## src/hdl/tmr_regs.svh

```systemverilog
// Constants and mode encodings for the multimode timer.
// Behaviour
// - One-shot counts prescaled system clock ticks.
// - One-shot period is (reload minus start plus one) times prescale.
// - Enable write starts counting from loaded value.
// - Continuous mode counts up toward 16-bit reload.
// - Continuous reload raises request, count to 0001.
// - Continuous output toggles at every reload.
// - PWM polarity one: high idle, low match.
// - Capture edge rising for zero, falling for one.
// - Compare output follows polarity, inverts at reload.
// - Gated counts on input level, request on end.
// - Capture/compare starts at first edge, captures later.
// - Request flag reads one while request pending.
// - Prescaler divides by two to select; clears disabled.
// - Alternate function drives polarity level when idle.
`ifndef TMR_REGS_SVH
`define TMR_REGS_SVH
`define TMR_MODE_ONESHOT 3'h0
`define TMR_MODE_CONT 3'h1
`define TMR_MODE_COUNTER 3'h2
`define TMR_MODE_PWM 3'h3
`define TMR_MODE_CAPTURE 3'h4
`define TMR_MODE_COMPARE 3'h5
`define TMR_MODE_GATED 3'h6
`define TMR_MODE_CAPCMP 3'h7
`define TMR_COUNT_RESTART 16'h0001
`define TMR_COUNT_RESET 16'h0000
`define TMR_RELOAD_RESET 16'h0000
`define TMR_PRESC_RESET 7'h00
`define TMR_PRESC_ONE 7'h01
`define TMR_PRESC_ALL 7'h7f
`endif

```

## src/hdl/tmr_pkg.sv

```systemverilog
// Types shared by the multimode timer files.
package tmr_pkg;
  // Counting modes, binary codes as selected on the mode port.
  typedef enum logic [2:0]
  {
    MODE_ONESHOT = 3'b000,
    MODE_CONT = 3'b001,
    MODE_COUNTER = 3'b010,
    MODE_PWM = 3'b011,
    MODE_CAPTURE = 3'b100,
    MODE_COMPARE = 3'b101,
    MODE_GATED = 3'b110,
    MODE_CAPCMP = 3'b111
  } mode_t;
  // Run state of the counter.
  typedef enum logic [1:0]
  {
    ST_IDLE = 2'b00,
    ST_WAIT_EDGE = 2'b01,
    ST_RUN = 2'b10
  } run_t;
endpackage

```

## src/hdl/tmr_sync.sv

```systemverilog
// Three-stage synchroniser with agreement filter for the timer input pin.
`timescale 1ns/1ps
module tmr_sync
(
  input wire logic clk,
  input wire logic rst_n,
  input wire logic din,
  output logic dout
);
  // First stage, read only by the second stage.
  logic s1_q;
  // Second and third stages, compared to accept a change.
  logic s2_q;
  logic s3_q;

  // Shift the pin through the three stages.
  always_ff @(posedge clk)
  begin
    if (!rst_n)
    begin
      s1_q <= 1'b0;
      s2_q <= 1'b0;
      s3_q <= 1'b0;
    end
    else
    begin
      s1_q <= din;
      s2_q <= s1_q;
      s3_q <= s2_q;
    end
  end

  // Accept a new level once the second and third stages agree.
  always_ff @(posedge clk)
  begin
    if (!rst_n)
    begin
      dout <= 1'b0;
    end
    else if (s2_q == s3_q)
    begin
      dout <= s3_q;
    end
  end
endmodule

```

## src/hdl/multimode_timer_counter.sv

```systemverilog
// Sixteen-bit multimode timer with prescaler, capture and output pin.
`timescale 1ns/1ps
`include "tmr_regs.svh"
module multimode_timer_counter
(
  input wire logic CORE_CLK,
  input wire logic RST_N,
  input wire logic TMR_ENABLE,
  input wire logic [2:0] TMR_MODE,
  input wire logic [2:0] PRESCALE_SELECT,
  input wire logic OUTPUT_POLARITY_BIT,
  input wire logic COUNT_WR,
  input wire logic [15:0] COUNT_WDATA,
  input wire logic [15:0] RELOAD_VALUE,
  input wire logic [15:0] PWM_VALUE,
  input wire logic ALT_FUNC_EN,
  input wire logic TIMER_INPUT_PIN,
  input wire logic REQUEST_CLR,
  output logic TIMER_OUTPUT_PIN,
  output logic TIMER_REQUEST_FLAG,
  output logic [15:0] COUNT_VALUE,
  output logic [15:0] CAPTURE_VALUE,
  output logic CAPTURE_EVENT,
  output logic RUNNING
);

  ////////////////////////////////////////////////////////////////////////////
  // Declarations.
  ////////////////////////////////////////////////////////////////////////////
  // Filtered input level and its previous value.
  logic in_lvl;
  logic in_prev_q;
  // Edge of the selected polarity on the input.
  logic act_edge;
  // Opposite edge, which ends a gated window.
  logic end_edge;
  // Prescaler counter and the tick it produces.
  logic [6:0] presc_q;
  logic tick;
  logic [6:0] presc_mask;
  // Counter and its run state.
  logic [15:0] count_q;
  tmr_pkg::run_t run_q;
  // Enable seen in previous cycle, to find the enabling write.
  logic en_prev_q;
  // Internal self-clear of the enable after a one-shot.
  logic oneshot_done_q;
  logic active;
  // Reload and match events on this tick.
  logic reload_hit;
  logic pwm_hit;
  logic gate_ok;
  logic out_q;
  logic in_gated;
  tmr_pkg::mode_t mode;

  assign mode = tmr_pkg::mode_t'(TMR_MODE);

  // Synchronise the timer input pin.
  tmr_sync u_sync
  (
    .clk(CORE_CLK),
    .rst_n(RST_N),
    .din(TIMER_INPUT_PIN),
    .dout(in_lvl)
  );

  // Remember last input level for edge detection.
  always_ff @(posedge CORE_CLK)
  begin
    if (!RST_N)
      in_prev_q <= 1'b0;
    else
      in_prev_q <= in_lvl;
  end

  // Rising edge for polarity zero, falling for one.
  assign act_edge = (in_lvl ^ in_prev_q) &
                    (in_lvl ^ OUTPUT_POLARITY_BIT);
  assign end_edge = (in_lvl ^ in_prev_q) &
                    ~(in_lvl ^ OUTPUT_POLARITY_BIT);

  ////////////////////////////////////////////////////////////////////////////
  // Enable and run state.
  ////////////////////////////////////////////////////////////////////////////
  // The timer runs while enabled and not stopped by a finished one-shot.
  assign active = TMR_ENABLE & ~oneshot_done_q;
  assign RUNNING = active;

  // Track the enable and the one-shot completion stop.
  always_ff @(posedge CORE_CLK)
  begin
    if (!RST_N)
    begin
      en_prev_q <= 1'b0;
      oneshot_done_q <= 1'b0;
    end
    else
    begin
      en_prev_q <= TMR_ENABLE;
      if (!TMR_ENABLE)
      begin
        // A disable re-arms the one-shot stop.
        oneshot_done_q <= 1'b0;
      end
      else if (mode == tmr_pkg::MODE_ONESHOT && tick && reload_hit &&
               run_q == tmr_pkg::ST_RUN)
      begin
        oneshot_done_q <= 1'b1;
      end
    end
  end

  // Run state machine: capture/compare waits for its first edge.
  always_ff @(posedge CORE_CLK)
  begin
    if (!RST_N)
    begin
      run_q <= tmr_pkg::ST_IDLE;
    end
    else
    begin
      case (run_q)
        tmr_pkg::ST_IDLE:
        begin
          // Start on the enabling write.
          if (active && !en_prev_q)
          begin
            if (mode == tmr_pkg::MODE_CAPCMP)
            begin
              run_q <= tmr_pkg::ST_WAIT_EDGE;
            end
            else
            begin
              run_q <= tmr_pkg::ST_RUN;
            end
          end
        end
        tmr_pkg::ST_WAIT_EDGE:
        begin
          if (!active)
          begin
            run_q <= tmr_pkg::ST_IDLE;
          end
          else if (act_edge)
          begin
            run_q <= tmr_pkg::ST_RUN;
          end
        end
        tmr_pkg::ST_RUN:
        begin
          if (!active)
            run_q <= tmr_pkg::ST_IDLE;
        end
        default:
          run_q <= tmr_pkg::ST_IDLE;
      endcase
    end
  end

  ////////////////////////////////////////////////////////////////////////////
  // Prescaler.
  ////////////////////////////////////////////////////////////////////////////
  // Mask of low bits that must all be set for a tick.
  assign presc_mask = 7'(`TMR_PRESC_ALL >> (3'h7 - PRESCALE_SELECT));

  // Divide the system clock by two to the prescale select.
  always_ff @(posedge CORE_CLK)
  begin
    if (!RST_N)
      presc_q <= `TMR_PRESC_RESET;
    else if (run_q != tmr_pkg::ST_RUN || !active)
      presc_q <= `TMR_PRESC_RESET;
    else if (tick)
      presc_q <= `TMR_PRESC_RESET;
    else
      presc_q <= 7'(presc_q + `TMR_PRESC_ONE);
  end

  assign tick = active && run_q == tmr_pkg::ST_RUN &&
                ((presc_q & presc_mask) == presc_mask);

  // Gated mode advances only during the selected input level.
  assign in_gated = in_lvl ^ OUTPUT_POLARITY_BIT;
  assign gate_ok = (mode != tmr_pkg::MODE_GATED) | in_gated;
  assign reload_hit = (count_q == RELOAD_VALUE);
  assign pwm_hit = (count_q == PWM_VALUE);

  ////////////////////////////////////////////////////////////////////////////
  // Counter.
  ////////////////////////////////////////////////////////////////////////////
  // Count up toward reload, restart at one on reload.
  always_ff @(posedge CORE_CLK)
  begin
    if (!RST_N)
    begin
      count_q <= `TMR_COUNT_RESET;
    end
    else if (COUNT_WR && !active)
    begin
      count_q <= COUNT_WDATA;
    end
    else if (tick && gate_ok)
    begin
      if (reload_hit)
      begin
        count_q <= `TMR_COUNT_RESTART;
      end
      else
      begin
        count_q <= 16'(count_q + 16'h0001);
      end
    end
  end
  assign COUNT_VALUE = count_q;

  // Latch the count on capture edges.
  always_ff @(posedge CORE_CLK)
  begin
    if (!RST_N)
    begin
      CAPTURE_VALUE <= `TMR_COUNT_RESET;
      CAPTURE_EVENT <= 1'b0;
    end
    else
    begin
      CAPTURE_EVENT <= 1'b0;
      if (active && run_q == tmr_pkg::ST_RUN && act_edge &&
          (mode == tmr_pkg::MODE_CAPTURE || mode == tmr_pkg::MODE_CAPCMP))
      begin
        CAPTURE_VALUE <= count_q;
        CAPTURE_EVENT <= 1'b1;
      end
    end
  end

  ////////////////////////////////////////////////////////////////////////////
  // Request flag.
  ////////////////////////////////////////////////////////////////////////////
  // Sticky request: reload, gated end edge or capture sets; set beats clear.
  always_ff @(posedge CORE_CLK)
  begin
    if (!RST_N)
    begin
      TIMER_REQUEST_FLAG <= 1'b0;
    end
    else if ((tick && gate_ok && reload_hit) ||
             (active && run_q == tmr_pkg::ST_RUN && act_edge &&
              (mode == tmr_pkg::MODE_CAPTURE ||
               mode == tmr_pkg::MODE_CAPCMP)) ||
             (active && mode == tmr_pkg::MODE_GATED && end_edge))
    begin
      TIMER_REQUEST_FLAG <= 1'b1;
    end
    else if (REQUEST_CLR)
    begin
      TIMER_REQUEST_FLAG <= 1'b0;
    end
  end

  ////////////////////////////////////////////////////////////////////////////
  // Output pin.
  ////////////////////////////////////////////////////////////////////////////
  // Idle takes polarity; running toggles or follows PWM match and reload.
  always_ff @(posedge CORE_CLK)
  begin
    if (!RST_N)
    begin
      out_q <= 1'b0;
    end
    else if (!active)
    begin
      out_q <= OUTPUT_POLARITY_BIT;
    end
    else if (tick && gate_ok)
    begin
      if (reload_hit)
      begin
        if (mode == tmr_pkg::MODE_PWM)
        begin
          out_q <= OUTPUT_POLARITY_BIT;
        end
        else
        begin
          out_q <= ~out_q;
        end
      end
      else if (mode == tmr_pkg::MODE_PWM && pwm_hit)
      begin
        out_q <= ~OUTPUT_POLARITY_BIT;
      end
    end
  end
  // Pin shows the timer level only with the alternate function on.
  assign TIMER_OUTPUT_PIN = ALT_FUNC_EN & out_q;
endmodule

```

## config.mk

```make
export PLATFORM = sky130hd
export DESIGN_NAME = multimode_timer_counter
export DESIGN_NICKNAME = d
export VERILOG_FILES = /design/src/hdl/tmr_pkg.sv /design/src/hdl/tmr_sync.sv /design/src/hdl/multimode_timer_counter.sv
export VERILOG_INCLUDE_DIRS = /design/src /design/src/hdl
export SDC_FILE = /design/constraint.sdc
export NUM_CORES = 1
export LEC_CHECK = 0
export BUFFER_PORTS_ARGS = -buffer_cell sky130_fd_sc_hd__buf_2
export CORE_MARGIN = 2
export CORE_UTILIZATION = 40
export DETAILED_ROUTE_END_ITERATION = 16
export HOLD_SLACK_MARGIN = 0.15
export PLACE_DENSITY = 0.69
export RECOVER_POWER = 50
export SLEW_MARGIN = 20
export SYNTH_ARGS = -nofsm -noshare
export SYNTH_HDL_FRONTEND = slang
export SYNTH_SLANG_ARGS = --single-unit
```

## constraint.sdc

```tcl
create_clock -name CORE_CLK -period 2.6 [get_ports CORE_CLK]
set_input_delay 0.78 -clock CORE_CLK [delete_from_list [all_inputs] [get_ports CORE_CLK]]
set_output_delay 0.78 -clock CORE_CLK [all_outputs]
set_load 0.01 [all_outputs]
```

Word level (Yosys, flattened, before mapping). Index checks and enable logic that the tools add are counted.

Register bits: 51. Logic and storage cells: 93.

Add/subtract/negate cells: 3. Eq/ne operators: 17. Shift-type cells: 1. Muxes and demuxes: 17. Bitwise gates (word level): 13. Reduce and logical (&&, ||, !) cells: 28.

Operators by type and width (number): 16-bit 2-to-1 mux (3); 16-bit equality test (2); 16-bit by 1-bit adder with 16-bit output, second input constant (1); 1-bit logical AND (14); 2-bit 2-to-1 mux (5); 3-bit equality test, second input constant (3); 1-bit 2-to-1 mux (8); 7-bit by 1-bit adder with 7-bit output, second input constant (1); 7-bit AND (1); 7-bit equality test (1); 7-bit by 3-bit right shift with 7-bit output, first input constant (1); 2-bit != test, second input constant (3); 3-bit != test, second input constant (2); 2-bit one-hot mux with 3 select lines (1); 1-bit NOT (5); 1-bit AND (4); 1-bit logical OR (4); 2-bit AND reduction (2); 2-bit nonzero test (2); 3-bit by 2-bit equality test with 1-bit output, second input constant (1); 3-bit zero test (1); 3-bit by 1-bit != test with 1-bit output, second input constant (1); 3-bit AND reduction (1); 3-bit OR reduction (1); 9 further kinds (11).

Logic depth before layout (Yosys ltp). Gate-level depths: netlist of run 1.

Depth in word-level cells: 10. Mapped depth: 8. Depth with buffers taken out: 7.

Cells and area by module. From an unflattened synthesis of run 1, not the netlist that was laid out.

Cell total of the unflattened synthesis: 358. Area, all modules: 2831.5 um^2.

Modules (own cells, without submodules): multimode_timer_counter (instances 1, cells an instance 348, area an instance 2715.1 um^2, sequential area each 940.9 um^2); tmr_sync (instances 1, cells an instance 10, area an instance 116.4 um^2, sequential area each 80.1 um^2).

Worst setup path before layout of run 1. No wires, ideal clock.

Kind: input port to flip-flop. Start: input port TMR_ENABLE. End: register count_q[12] (netlist: COUNT_VALUE[12]). Data arrival time: 2.155 ns. Path slack: 0.371 ns. Stages on the path: 6. Buffers on the path: 0. Cells stage by stage: and4bb_4 o21ai_2 a211oi_4 nand2_2 or4_1 a31oi_1.

Cells in the longest elaborated chain, start to end: 5. Elaborated cells on any way between the ends: 8. Those cells by class: mux (1); bitwise (1); reduce/logical (6).

Ends and longest elaborated chain: start, declared (RTL line multimode_timer_counter.sv:8) `input wire logic TMR_ENABLE,`; 1-bit AND (*) (RTL line multimode_timer_counter.sv:87) `assign active = TMR_ENABLE & ~oneshot_done_q;`; 1-bit logical AND (2 in series) (RTL line multimode_timer_counter.sv:180) `assign tick = active && run_q == tmr_pkg::ST_RUN &&`; 1-bit logical AND (RTL line multimode_timer_counter.sv:203) `else if (tick && gate_ok)`; 2-bit nonzero test (no line); end signal, assigned (RTL line multimode_timer_counter.sv:197) `` count_q <= `TMR_COUNT_RESET; ``; end signal, assigned (RTL line multimode_timer_counter.sv:207) `` count_q <= `TMR_COUNT_RESTART; ``; end signal, assigned (RTL line multimode_timer_counter.sv:211) `count_q <= 16'(count_q + 16'h0001);`; end, declared (RTL line multimode_timer_counter.sv:42) `logic [15:0] count_q;`.

Mark *: on every way between the ends. The rest lies on a longest branch, timed or not. A chain may end at the register's enable or synchronous reset.

Worst setup path in the final report of run 1.
Start: register count_q[1] (netlist: COUNT_VALUE[1]). End: register count_q[14] (netlist: COUNT_VALUE[14]).

Cells in the longest elaborated chain, start to end: 4. Elaborated cells on any way between the ends: 5. Those cells by class: add/sub (1); eq/ne (1); mux (3).

Ends and longest elaborated chain: 16-bit by 1-bit adder with 16-bit output / 16-bit equality test (equally long branches) (RTL line multimode_timer_counter.sv:211, multimode_timer_counter.sv:186); 16-bit 2-to-1 mux (*) (RTL line multimode_timer_counter.sv:205) `if (reload_hit)`; 16-bit 2-to-1 mux (*) (RTL line multimode_timer_counter.sv:203); 16-bit 2-to-1 mux (*) (RTL line multimode_timer_counter.sv:199) `else if (COUNT_WR && !active)`.

Mark *: on every way between the ends. The rest lies on a longest branch, timed or not. The select of a mux whose other input is x is not followed.

==> flow_results.org, run 1 <==
** Run status
- The run finished with clean final reports.

** CTS
- CTS Buf Count :: 5
- TritonCTS built the clock tree.
- After clock tree synthesis, the clock-pin slew on the worst setup and hold paths is 0.09 ns.
- The longest clock path from root to sink contains 2 buffers.
- At the later pin of the worst-skew pair, clock insertion delay measures 0.30 ns.
- After clock tree synthesis, the repair step resized 0 gates.
- The number of setup buffers added after CTS is 0.
- Number of H-tree branching levels :: 2
- Cts hold-fix bufs :: 0
- Root Buffer Master :: sky130_fd_sc_hd__clkbuf_8
- Num Clock Sinks :: 51

** Setup path
- The most numerous cell type found on the critical path is sky130_fd_sc_hd__and3_1.
- For the worst setup path, the data required time is 2.81 ns.
- The number of buffers and inverters on the critical path is 0.
- Top fanout value on the critical path :: 7
- The worst setup path is captured at a flip-flop.
- Nature of the critical path startpoint :: flip-flop
- The critical path in this run is classified as flip-flop to flip-flop.
- The cell family contributing the most delay on the critical path is simple AND/OR/NAND/NOR gates.
- Sequence of cells on the critical path :: ha_1 > and3_1 > and3_1 > and3_1 > nand2b_1 > or4_1 > a31oi_1
- Setup slack on the worst reg-to-reg path comes out at 0.22 ns.
- STA puts the critical path data arrival time at 2.59 ns.
- For this run, the slowest stage of the critical path takes 0.57 ns.
- The largest individual stage delay along the critical path comes from the cell sky130_fd_sc_hd__dfxtp_1.

** Power
- For this design the static power due to leakage is 1.41 nW.
- Combinational cell fraction of total power :: 0.168
- Of the total power, registers draw 0.544.
- Clock power share :: 0.288
- Internal power comes to between 1 and 1.5 mW.
- Of the total power, the share spent switching nets is 0.277.
- Total power per unit cell area :: 441 mW/mm²
- Switching power of the nets :: between 400 and 500 µW
- The worst-case IR drop observed on VDD is 0.000203 V.

** GRT
- Global-route wire length before repair :: 12,400 µm
- Largest net degree at the start of global routing :: 33
- Summed over all layers, the global routing overflow is 0.
- Initial antenna violation count :: 0
- All-Layer GR Usage :: 0.204
- The via count of the first global-routing pass was around 2,600.

** Floorplan
- Initial standard-cell utilization of the core :: 0.414
- The die covers 0.00776 mm².
- After floorplanning, the core was divided into 30 placement rows.
- Die Width :: 88.1 µm
- The floorplan step defined a core boundary enclosing 0.00683 mm².
- Number of ports placed on the die boundary :: 98
- Die outline height :: 88.1 µm

** Min path
- The path class of the tightest hold or removal check is flip-flop to flip-flop.

** Yosys
- Of the total synthesized cell area, the portion taken by XOR and XNOR cells is 0.127.
- Synthesized area per cell :: just over 8 µm²
- Number of standard cells after synthesis :: 341
- The synthesized design contains 0 enable-type register cells.
- Of the total synthesized cell area, the portion taken by AND, OR, NAND and NOR gates is 0.231.
- The post-synthesis compound-gate area fraction is 0.161.
- Post-Synth Adder-Cell Area :: 0.00884
- The netlist uses 43 different library cells.
- The Yosys step of the flow raised 0 warnings.
- Flop and latch count out of synthesis :: 51
- After synthesis, the share of flip-flops with an asynchronous set or reset is 0.
- Number of nets produced by synthesis :: 405
- Combined area of all synthesized cells :: 0.00283 mm²
- Mux share of post-synthesis cell area :: 0.0637
- For this run, the leading register cell type out of synthesis is sky130_fd_sc_hd__dfxtp_1.
- Dominant combinational cell family by area after synthesis :: simple AND/OR/NAND/NOR gates
- Seq/Total Area, Yosys :: 0.361

** Placed design
- Number of buffers added on ports :: 97
- DP Area :: 0.00349 mm²
- Routability-driven placement finished with a final weighted congestion of approximately 0.83.
- DPL Wire Length :: 6170 µm

** STA
- Tcrit/Tclk final :: 0.914
- Setup TNS :: 0 ns
- Setup repair after global routing left no endpoint under its margin.
- The final max-slew violation count came to 0.
- Based on the critical path, the design can be clocked at up to 421 MHz.
- For the pin with the worst max-slew slack, the measured transition is 0.579 ns.
- Setup violations remaining at the end of the flow were counted as 0.
- Clock period minus final worst setup slack :: 2.38 ns
- Final worst clock skew :: approximately 0.0067 ns
- Worst max-slew margin expressed relative to the limit :: 0.614
- The total count of hold-check failures in the final report came to 0.

** Routing
- Average detailed-routed wire length per instance :: 14.9 µm
- Count of TritonRoute iterations in the first routing pass :: 4
- Number of DRC violations after detailed routing :: 0
- The final layout contains routed wiring with a total length of 7960 µm.
- DRC marker count from the first detailed-route iteration :: around 150
- Detailed-route via count :: 2,785
- Via density :: 5.21
- Once detail routing completed, the nets flagged for antenna violations numbered 0.

** Cells and area
- After filler insertion, the fill cell instance count of the layout stands at between 600 and 700.
- After the last flow step, the layout net total stands at 502.
- Area occupied by registers :: 0.00102 mm²
- In the final layout, the share of cells above drive strength 1 is 0.223.
- The finished cells cover approximately 0.0035 mm².
- Growth of design area from synthesis to finish :: 24.0%
- Leaving out fill and tap cells, the most frequent cell in the layout is sky130_fd_sc_hd__buf_2.
- Ant diodes :: 0
- Most frequent cells in the layout :: 72 x sky130_fd_sc_hd__buf_2, 51 x sky130_fd_sc_hd__dfxtp_1, 40 x sky130_fd_sc_hd__nor2_1
- Total area of multi-input combinational cells :: 0.00168 mm²

** Run
- Across the run, the number of max-cap violations was 0.
==> cells in the mapped netlist, types with 3 or more instances <==
| library cell | count | area share |
|---|---|---|
| sky130_fd_sc_hd__a21oi_1 | 9 | 0.016 |
| sky130_fd_sc_hd__a31oi_1 | 20 | 0.044 |
| sky130_fd_sc_hd__and2_1 | 8 | 0.018 |
| sky130_fd_sc_hd__and3_1 | 7 | 0.015 |
| sky130_fd_sc_hd__buf_2 | 7 | 0.012 |
| sky130_fd_sc_hd__clkbuf_1 | 17 | 0.023 |
| sky130_fd_sc_hd__dfxtp_1 | 51 | 0.36 |
| sky130_fd_sc_hd__inv_1 | 8 | 0.011 |
| sky130_fd_sc_hd__mux2i_1 | 18 | 0.064 |
| sky130_fd_sc_hd__nand2_1 | 13 | 0.017 |
| sky130_fd_sc_hd__nand3_1 | 9 | 0.016 |
| sky130_fd_sc_hd__nand4_1 | 10 | 0.022 |
| sky130_fd_sc_hd__nor2_1 | 40 | 0.053 |
| sky130_fd_sc_hd__nor3_1 | 5 | 0.0088 |
| sky130_fd_sc_hd__nor4_1 | 3 | 0.0066 |
| sky130_fd_sc_hd__o21ai_0 | 34 | 0.060 |
| sky130_fd_sc_hd__or3_1 | 6 | 0.013 |
| sky130_fd_sc_hd__or3b_1 | 5 | 0.015 |
| sky130_fd_sc_hd__or4_1 | 4 | 0.011 |
| sky130_fd_sc_hd__xnor2_1 | 36 | 0.11 |
| sky130_fd_sc_hd__xor2_1 | 5 | 0.015 |
==> state kept, by name, indices dropped and copies added (netlist names) <==
name and count:
in_prev_q 1, CAPTURE_VALUE 16, COUNT_VALUE 16, u_sync.s1_q 1, run_q 2, en_prev_q 1
oneshot_done_q 1, u_sync.s2_q 1, out_q 1, u_sync.s3_q 1, presc_q 7, u_sync.dout 1
CAPTURE_EVENT 1, TIMER_REQUEST_FLAG 1
==> logic make-up after synthesis <==
| group | count (synthesis) |
|---|---|
| adder cells (fa/ha/maj) | 2 |
| AO/OA/AOI/OAI | 74 |
| XOR/XNOR | 41 |
| buffers and inverters | 33 |
| AND/OR/NAND/NOR | 122 |
| multiplexers | 18 |
| flip-flops | 51 |
==> power by group through the flow <==
stage,sequential (mW),clock [mW],combinational (mW)
floorplan,0.850,0,0.148
global placement,0.859,0,0.261
detailed placement,0.860,0,0.267
CTS,0.841,0.458,0.268
global route,0.847,0.491,0.286
finish,0.842,0.445,0.260
==> layer usage <==
metal / track usage / vias to the layer above / routed length [µm]
li1: - / 1394 / -
met4: 0.0482 / 0 / 65
met1: 0.276 / 1288 / 3610
met2: 0.344 / 99 / 3790
met5: 0 / - / 0
met3: 0.0320 / 4 / 501
==> final timing paths <==
check	endpoint	cells past startpoint	from
max	COUNT_VALUE[14]	7	COUNT_VALUE[1]
min	u_sync.s2_q	1	u_sync.s1_q
max reg2reg	COUNT_VALUE[14]	7	COUNT_VALUE[1]
min reg2reg	u_sync.s2_q	1	u_sync.s1_q
==> through the flow <==
step	cells	util	setup slack [ns]	total power [mW]	hold slack [ns]
after detailed placement	527	0.510	0.0379	1.13	0.431
after global routing	535	0.514	0.108	1.62	0.491
after global placement	527	0.510	0.118	1.12	0.413
after CTS	535	0.523	0.248	1.57	0.453
after floorplan	341	-	0.371	0.998	0.412
final	535	0.514	0.224	1.55	0.452
==> cell type report <==
| cell class | count | share of cell area |
|---|---|---|
| sequential | 51 | 0.291 |
| clock buffer | 6 | 0.0207 |
| tap | 96 | 0.0342 |
| timing repair buffer | 115 | 0.163 |
| clock inverter | 2 | 0.00356 |
| multi-input combinational | 257 | 0.479 |
| inverter | 8 | 0.00855 |
(Power assumes the default switching activity.)
==> run 2, diff against run 1 <==
CORE_UTILIZATION = 35   (was 40)
PLACE_DENSITY = 0.62   (was 0.69)
==> run 2 against run 1 <==
Final area up 1.5%. Critical endpoint is now COUNT_VALUE[7]. Clock skew up 0.0013 ns. Largest cell class unchanged. Non-clock buffer count down 2. Largest power group unchanged. Hold slack worse by 0.0086 ns. Register-to-register slack better by 0.19 ns.
==> flow_results.org, run 2 (same netlist as run 1, synthesis figures left out) <==
** Run status
- Outcome :: completed

** CTS
- CTS Buf Count :: 5 (unchanged)
- The clock sink total is 51 (unchanged).
- Skew-Pair Late Insertion Delay :: 0.31 ns (about the same)
- The number of H-tree levels came to 2 (unchanged).
- The clock-pin slew reported for the worst setup and hold paths after clock tree synthesis is 0.10 ns (about the same).
- The clock tree buffer depth came to 2 (unchanged).
- The number of gates given a new drive strength after cts came to 0 (unchanged).
- TritonCTS built the clock tree.
- The tree is rooted in a sky130_fd_sc_hd__clkbuf_8.
- The post-CTS setup buffer count was 0 (unchanged).
- The number of buffers inserted for hold repair after clock tree synthesis was 0 (unchanged).

** Setup path
- Library cell contributing the largest single delay on the critical path :: sky130_fd_sc_hd__or4_1
- Critical path data arrival time :: 2.52 ns (-0.07 ns)
- Critical path endpoint category :: flip-flop
- Sequence of cells on the critical path :: buf_2 > and4bb_4 > o21ai_2 > a211oi_4 > nand3_2 > or4_1 > a31oi_1
- Peak per-stage delay on the critical path :: 0.57 ns (about the same)
- The critical-path maximum fanout was 13 (+6).
- The critical path is of the primary input to flip-flop type.
- Nature of the critical path startpoint :: primary input
- Minimum setup slack among reg-to-reg paths :: 0.41 ns (+0.19 ns)
- Data required time of the worst path :: 2.84 ns (+0.03 ns)

** GRT
- Initial antenna violation count :: 0 (unchanged)
- All-Layer GR Usage :: 0.188 (-0.0161)
- Largest net degree at the start of global routing :: 33 (unchanged)
- Via count of the first global-routing pass :: 2,640 (+3.2%)
- The sum of overflow across all layers after global routing came to 0 (unchanged).
- The first-pass GRT wire length was 13,100 µm (+5.5%).

** STA
- Worst max-slew margin expressed relative to the limit :: 0.337 (-0.277)
- Final number of hold-violating endpoints :: 0 (unchanged)
- Worst path setup slack after routing :: 0.325 ns (+0.100 ns)
- Clock period minus final worst setup slack :: 2.28 ns (-0.100 ns)
- The fraction of the cycle the final worst path needs was 0.875 (-0.0385).
- The worst-case clock skew came to 0.00794 ns (+0.00128 ns).
- The timing-limited maximum frequency was 439 MHz (+4.4%).
- Setup-violating endpoint count in the final report :: 0 (unchanged)
- Slew at the pin closest to its max-slew limit :: 0.994 ns (+0.415 ns)
- Final Slew Violations :: 0 (unchanged)
- Setup repair after global routing left no endpoint under its margin.
- Setup TNS :: 0 ns (unchanged)

** Cells and area
- Most frequent cells in the layout :: 78 x sky130_fd_sc_hd__buf_2, 51 x sky130_fd_sc_hd__dfxtp_1, 40 x sky130_fd_sc_hd__nor2_1
- Relative to the synthesized area, the layout overhead comes to 26.0%.
- The final instance area came to 0.00356 mm² (+1.5%).
- The library cell used most frequently in the layout, excluding fill and tap cells, is sky130_fd_sc_hd__buf_2.
- Ant diodes :: 0 (unchanged)
- Number of non-filler instances in the completed layout :: 539 (+0.75%)
- The fraction of final layout cells sized beyond drive strength 1 came to 0.243 (+0.0193).
- The final core utilization came to 0.459 (-0.0550).
- Nets :: 500 (-0.40%)

** Floorplan
- The number of top-level pins is 98 (unchanged).
- The area inside the core boundary is 0.00777 mm² (+14%).
- Row cnt :: 32 (+6.7%)
- The total die area was 0.00882 mm² (+14%).
- Die outline height :: 93.9 µm (+6.6%)
- Initial standard-cell utilization of the core :: 0.364 (-0.0499)
- The width of the chip was 93.9 µm (+6.6%).

** Placed design
- Weighted congestion reported at the end of routability-driven placement :: 0.864 (+3.8%)
- DP Area :: 0.00349 mm² (+0.14%)
- The pre-CTS setup slack was 0.0233 ns (-0.0147 ns).
- Number of buffers added on ports :: 97 (unchanged)
- DPL Wire Length :: 6160 µm (-0.10%)
- The number of placed cells counting well taps is 531 (+0.76%).

** Routing
- Via density :: 5.13 (-1.5%)
- Antenna violation net count after detailed routing :: 0 (unchanged)
- The number of DRC markers after the initial detailed-route iteration is 123 (-16%).
- Number of DRC violations after detailed routing :: 0 (unchanged)
- The total routed wirelength came to 8110 µm (+1.8%).
- Detailed-route via count :: 2,765 (-0.72%)
- Count of TritonRoute iterations in the first routing pass :: 4 (unchanged)
- The mean routed wirelength per cell came to 15.0 µm (+1.1%).

** Power
- The leakage power figure came to 1.46 nW (+3.4%).
- The peak supply drop is 0.000179 V (-12%).
- Total power per unit cell area :: 470 mW/mm² (+6.6%)

** Min path
- The tightest min-delay check is of the flip-flop to flip-flop type.

** Run
- Max-cap check violation count :: 0 (unchanged)
-- run 2: changes by cell type in the layout (fill, tap and decap cells not counted), sizes merged --
cell    delta
clkbuf    -10
buf        +7
bufinv     +1
clkinv     -1
inv        +1
-- run 2: worst paths after layout --
check,start,to,cells after the start
min reg2reg,u_sync.s1_q,u_sync.s2_q,1
max,TMR_ENABLE,COUNT_VALUE[7],7
min,u_sync.s1_q,u_sync.s2_q,1
max reg2reg,run_q[1],COUNT_VALUE[7],6
-- run 2: routing by layer --
layer	vias to the layer above	GRT usage	wire, µm
met1	1281	0.250	3720
met4	0	0.0447	74
met5	-	0	0
met3	6	0.0441	655
li1	1388	-	-
met2	90	0.309	3660
-- run 2: layout make-up --
class | instances | area [µm²]
fillers | 794 | 4200
multi-input cells | 257 | 1680
flip-flops and latches | 51 | 1020
repair buffers | 113 | 589
well taps | 102 | 128
clock buffers | 5 | 68.8
clock inverters | 3 | 46.3
inverters | 8 | 30.0
-- run 2: power breakdown --
part	switching, mW	total, mW	internal [mW]
registers	0.0353	0.840	0.804
logic	0.137	0.266	0.129
clock network	0.278	0.568	0.290
-- run 2: critical path, delay by kind of cell --
family | cells | cell delay, ns
AND/OR/NAND/NOR | 3 | 1.10
AO/OA/AOI/OAI | 3 | 0.54
buffers and inverters | 1 | 0.10
-- run 2: per-stage QoR --
step,power [mW],hold slack [ns]
finish,1.67,0.443
detailed placement,1.13,0.419
global route,1.76,0.456
CTS,1.70,0.445
global placement,1.12,0.414
floorplan,0.998,0.412
==> run 3, diff against run 2 <==
CORE_UTILIZATION = 32   (was 35)
PLACE_DENSITY = 0.58   (was 0.62)
==> run 3 against run 2 <==
Routed wire length is 5.3% higher. Flip-flop and latch count is the same. Count of clock-buffer cells in the layout stayed put. Critical path type is now flip-flop to flip-flop. Largest cell class unchanged. Largest power group unchanged. Highest routed layer unchanged.
==> flow_results.org, run 3 (same netlist as run 1, synthesis figures left out) <==
** STA
- Tcrit/Tclk final :: 0.876 (about the same)
- The transition time at the pin with the least slew margin came to 0.985 ns (-0.00921 ns).
- Setup TNS :: 0 ns (unchanged)
- The headroom to the max-slew limit was 0.343 (+0.00614).
- The final max-slew violation count came to 0 (unchanged).
- Final worst clock skew :: 0.0145 ns (+0.00653 ns)
- Setup repair after global routing left no endpoint under its margin.
- The timing-limited maximum frequency was 439 MHz (about the same).
- Clock period minus final worst setup slack :: 2.28 ns (+0.00105 ns)
- The setup-violating endpoint count in the final report is 0 (unchanged).
- Final number of hold-violating endpoints :: 0 (unchanged)
- The final worst hold slack came to 0.449 ns (+0.00580 ns).

** Placed design
- DPL Wire Length :: 6530 µm (+6.0%)
- The global placement routability congestion came to 0.838 (-3.0%).
- Number of buffers added on ports :: 97 (unchanged)

** Setup path
- The critical-path maximum fanout came to 7 (-6).
- Type of the setup path with the least slack :: flip-flop to flip-flop
- The worst path required time came to 2.85 ns (about the same).
- Sequence of cells on the critical path :: ha_1 > and3_1 > and3_1 > and3_1 > nand2b_1 > or4_1 > a31oi_1
- The worst setup path is launched from a flip-flop.
- Critical path endpoint category :: flip-flop
- Critical path data arrival time :: 2.52 ns (about the same)
- Library cell contributing the largest single delay on the critical path :: sky130_fd_sc_hd__dfxtp_1
- Peak per-stage delay on the critical path :: 0.55 ns (-0.02 ns)
- Among the stages of the critical path, the cell type that occurs most often is sky130_fd_sc_hd__and3_1.

** Power
- The relative contribution of combinational cells to total power is 0.158 (about the same).
- Clock power share :: 0.307 (-0.032)
- The proportion of total power due to net switching was 0.292 (+0.0235).
- Overall Power :: 1.59 mW (-4.8%)
- Fraction of power consumed by sequential logic :: 0.536 (+0.034)
- The peak supply drop came to 0.000225 V (+25%).
- Internal power of the cells :: 1.13 mW (-7.9%)
- The total power divided by cell area is 452 mW/mm² (-3.8%).
- Leakage power figure :: 1.42 nW (-2.7%)
- The power spent charging and discharging nets came to 466 µW (+3.5%).

** GRT
- Largest net degree at the start of global routing :: 26 (-21%)
- Global-route wire length before repair :: 13,500 µm (+3.1%)
- The via count of the first global-routing pass was 2,689 (+1.9%).
- The global-route met3 utilization came to 0.0379 (-0.00620).
- All-Layer GR Usage :: 0.174 (-0.0142)
- Global routing usage on met1 :: 0.245 (-0.00528)
- The met2 track utilization from global routing came to 0.268 (-0.0408).
- The sum of overflow across all layers after global routing was 0 (unchanged).
- After global routing, the most crowded layer is met2.
- The number of antenna violations at the first check in global routing is 0 (unchanged).

** Floorplan
- Die outline height :: 98.0 µm (+4.4%)
- The standard-cell row count was 34 (+6.3%).
- The number of top-level pins was 98 (unchanged).
- Std-Cell Core Area :: 0.00864 mm² (+11%)
- Total die area :: 0.00961 mm² (+9.0%)
- Die Width :: 98.0 µm (+4.4%)
- Initial standard-cell utilization of the core :: 0.328 (-0.0366)

** CTS
- Number of buffers on the longest clock path :: 2 (unchanged)
- The clock sink total came to 51 (unchanged).
- The number of buffers inserted for hold repair after clock tree synthesis was 0 (unchanged).
- Number of H-tree branching levels :: 2 (unchanged)
- CTS Buf Count :: 5 (unchanged)
- Setup fix buffers added after clock tree synthesis :: 0 (unchanged)
- Clock transition at the register clock pins on the worst setup and hold paths after CTS :: 0.11 ns (about the same)
- The clock latency of the later-clocked register in the worst-skew pair is 0.31 ns (about the same).
- Root Buffer Master :: sky130_fd_sc_hd__clkbuf_8
- Clock tree from TritonCTS :: built
- The number of gates given a new drive strength after cts came to 0 (unchanged).

** Cells and area
- Nets :: 500 (unchanged)
- Layout cells sized above 1 :: 0.231 (-0.0114)
- The number of inserted diodes was 0 (unchanged).
- Growth of design area from synthesis to finish :: 24.6%
- Leaving out fill and tap cells, the most frequent cells in the layout are 71 x sky130_fd_sc_hd__buf_2, 51 x sky130_fd_sc_hd__dfxtp_1, 40 x sky130_fd_sc_hd__nor2_1.
- The library cell used most frequently in the layout, excluding fill and tap cells, is sky130_fd_sc_hd__buf_2.

** Run status
- The flow ran to the end, and the final reports show no timing, DRC or antenna violations.

** Routing
- The mean routed wirelength per cell came to 15.7 µm (+4.1%).
- The number of antenna-violating nets in the routed design was 0 (unchanged).
- Total wirelength of the detailed-routed design :: 8530 µm (+5.3%)
- The DRC violation count after routing is 0 (unchanged).
- Detailed-route via count :: 2,801 (+1.3%)
- DRC marker count from the first detailed-route iteration :: 192 (+56%)
- Via density :: 5.14 (+0.19%)
- The length of the first detailed-routing pass in iterations was 4 (unchanged).

** Run
- Max-cap check violation count :: 0 (unchanged)

** Min path
- In this run the worst hold path is classified as flip-flop to flip-flop.
## run 3: cell type report
class                      instances  area, µm²
multi-input combinational        257       1680
inverter                           8       30.0
clock buffer                       5       68.8
clock inverter                     3       26.3
fill                             896       5110
timing repair buffer             113        563
tap                              108        135
sequential                        51       1020
## run 3: layer usage
layer	up-vias	wire length, µm
li1	1391	-
met5	-	0
met4	0	151
met1	1304	4120
met2	95	3700
met3	11	561
## run 3: stage by stage
stage / cells / instance area [µm²] / setup WS, ns / utilization
CTS: 545 / 3570 / 0.320 / 0.413
finish: 545 / 3530 / 0.324 / 0.408
global route: 545 / 3530 / 0.140 / 0.408
floorplan: 341 / 2830 / 0.371 / -
global placement: 537 / 3470 / 0.185 / 0.402
detailed placement: 537 / 3470 / 0.124 / 0.402
## run 3: worst paths after layout
kind,cells past startpoint,endpoint,slack (ns),from
max,7,COUNT_VALUE[14],0.32,COUNT_VALUE[1]
min,1,u_sync.s2_q,0.45,u_sync.s1_q
max reg2reg,7,COUNT_VALUE[14],0.32,COUNT_VALUE[1]
min reg2reg,1,u_sync.s2_q,0.45,u_sync.s1_q
## run 3: power by group through the flow
stage          logic (mW)  registers [mW]  clock network [mW]
2_1_floorplan       0.148           0.850                   0
3_3_place_gp        0.252           0.868                   0
3_5_place_dp        0.256           0.869                   0
4_1_cts             0.257           0.851               0.507
5_1_grt             0.277           0.857               0.541
6_report            0.251           0.853               0.489
## run 3: worst max-delay path, delay by kind of cell, from the launching register on
family | cells | cell delay [ns]
adders and majority gates | 1 | 0.27
DFF | 1 | 0.55
and+or+nand+nor | 5 | 1.21
AOI/OAI and AO/OA | 1 | 0.17
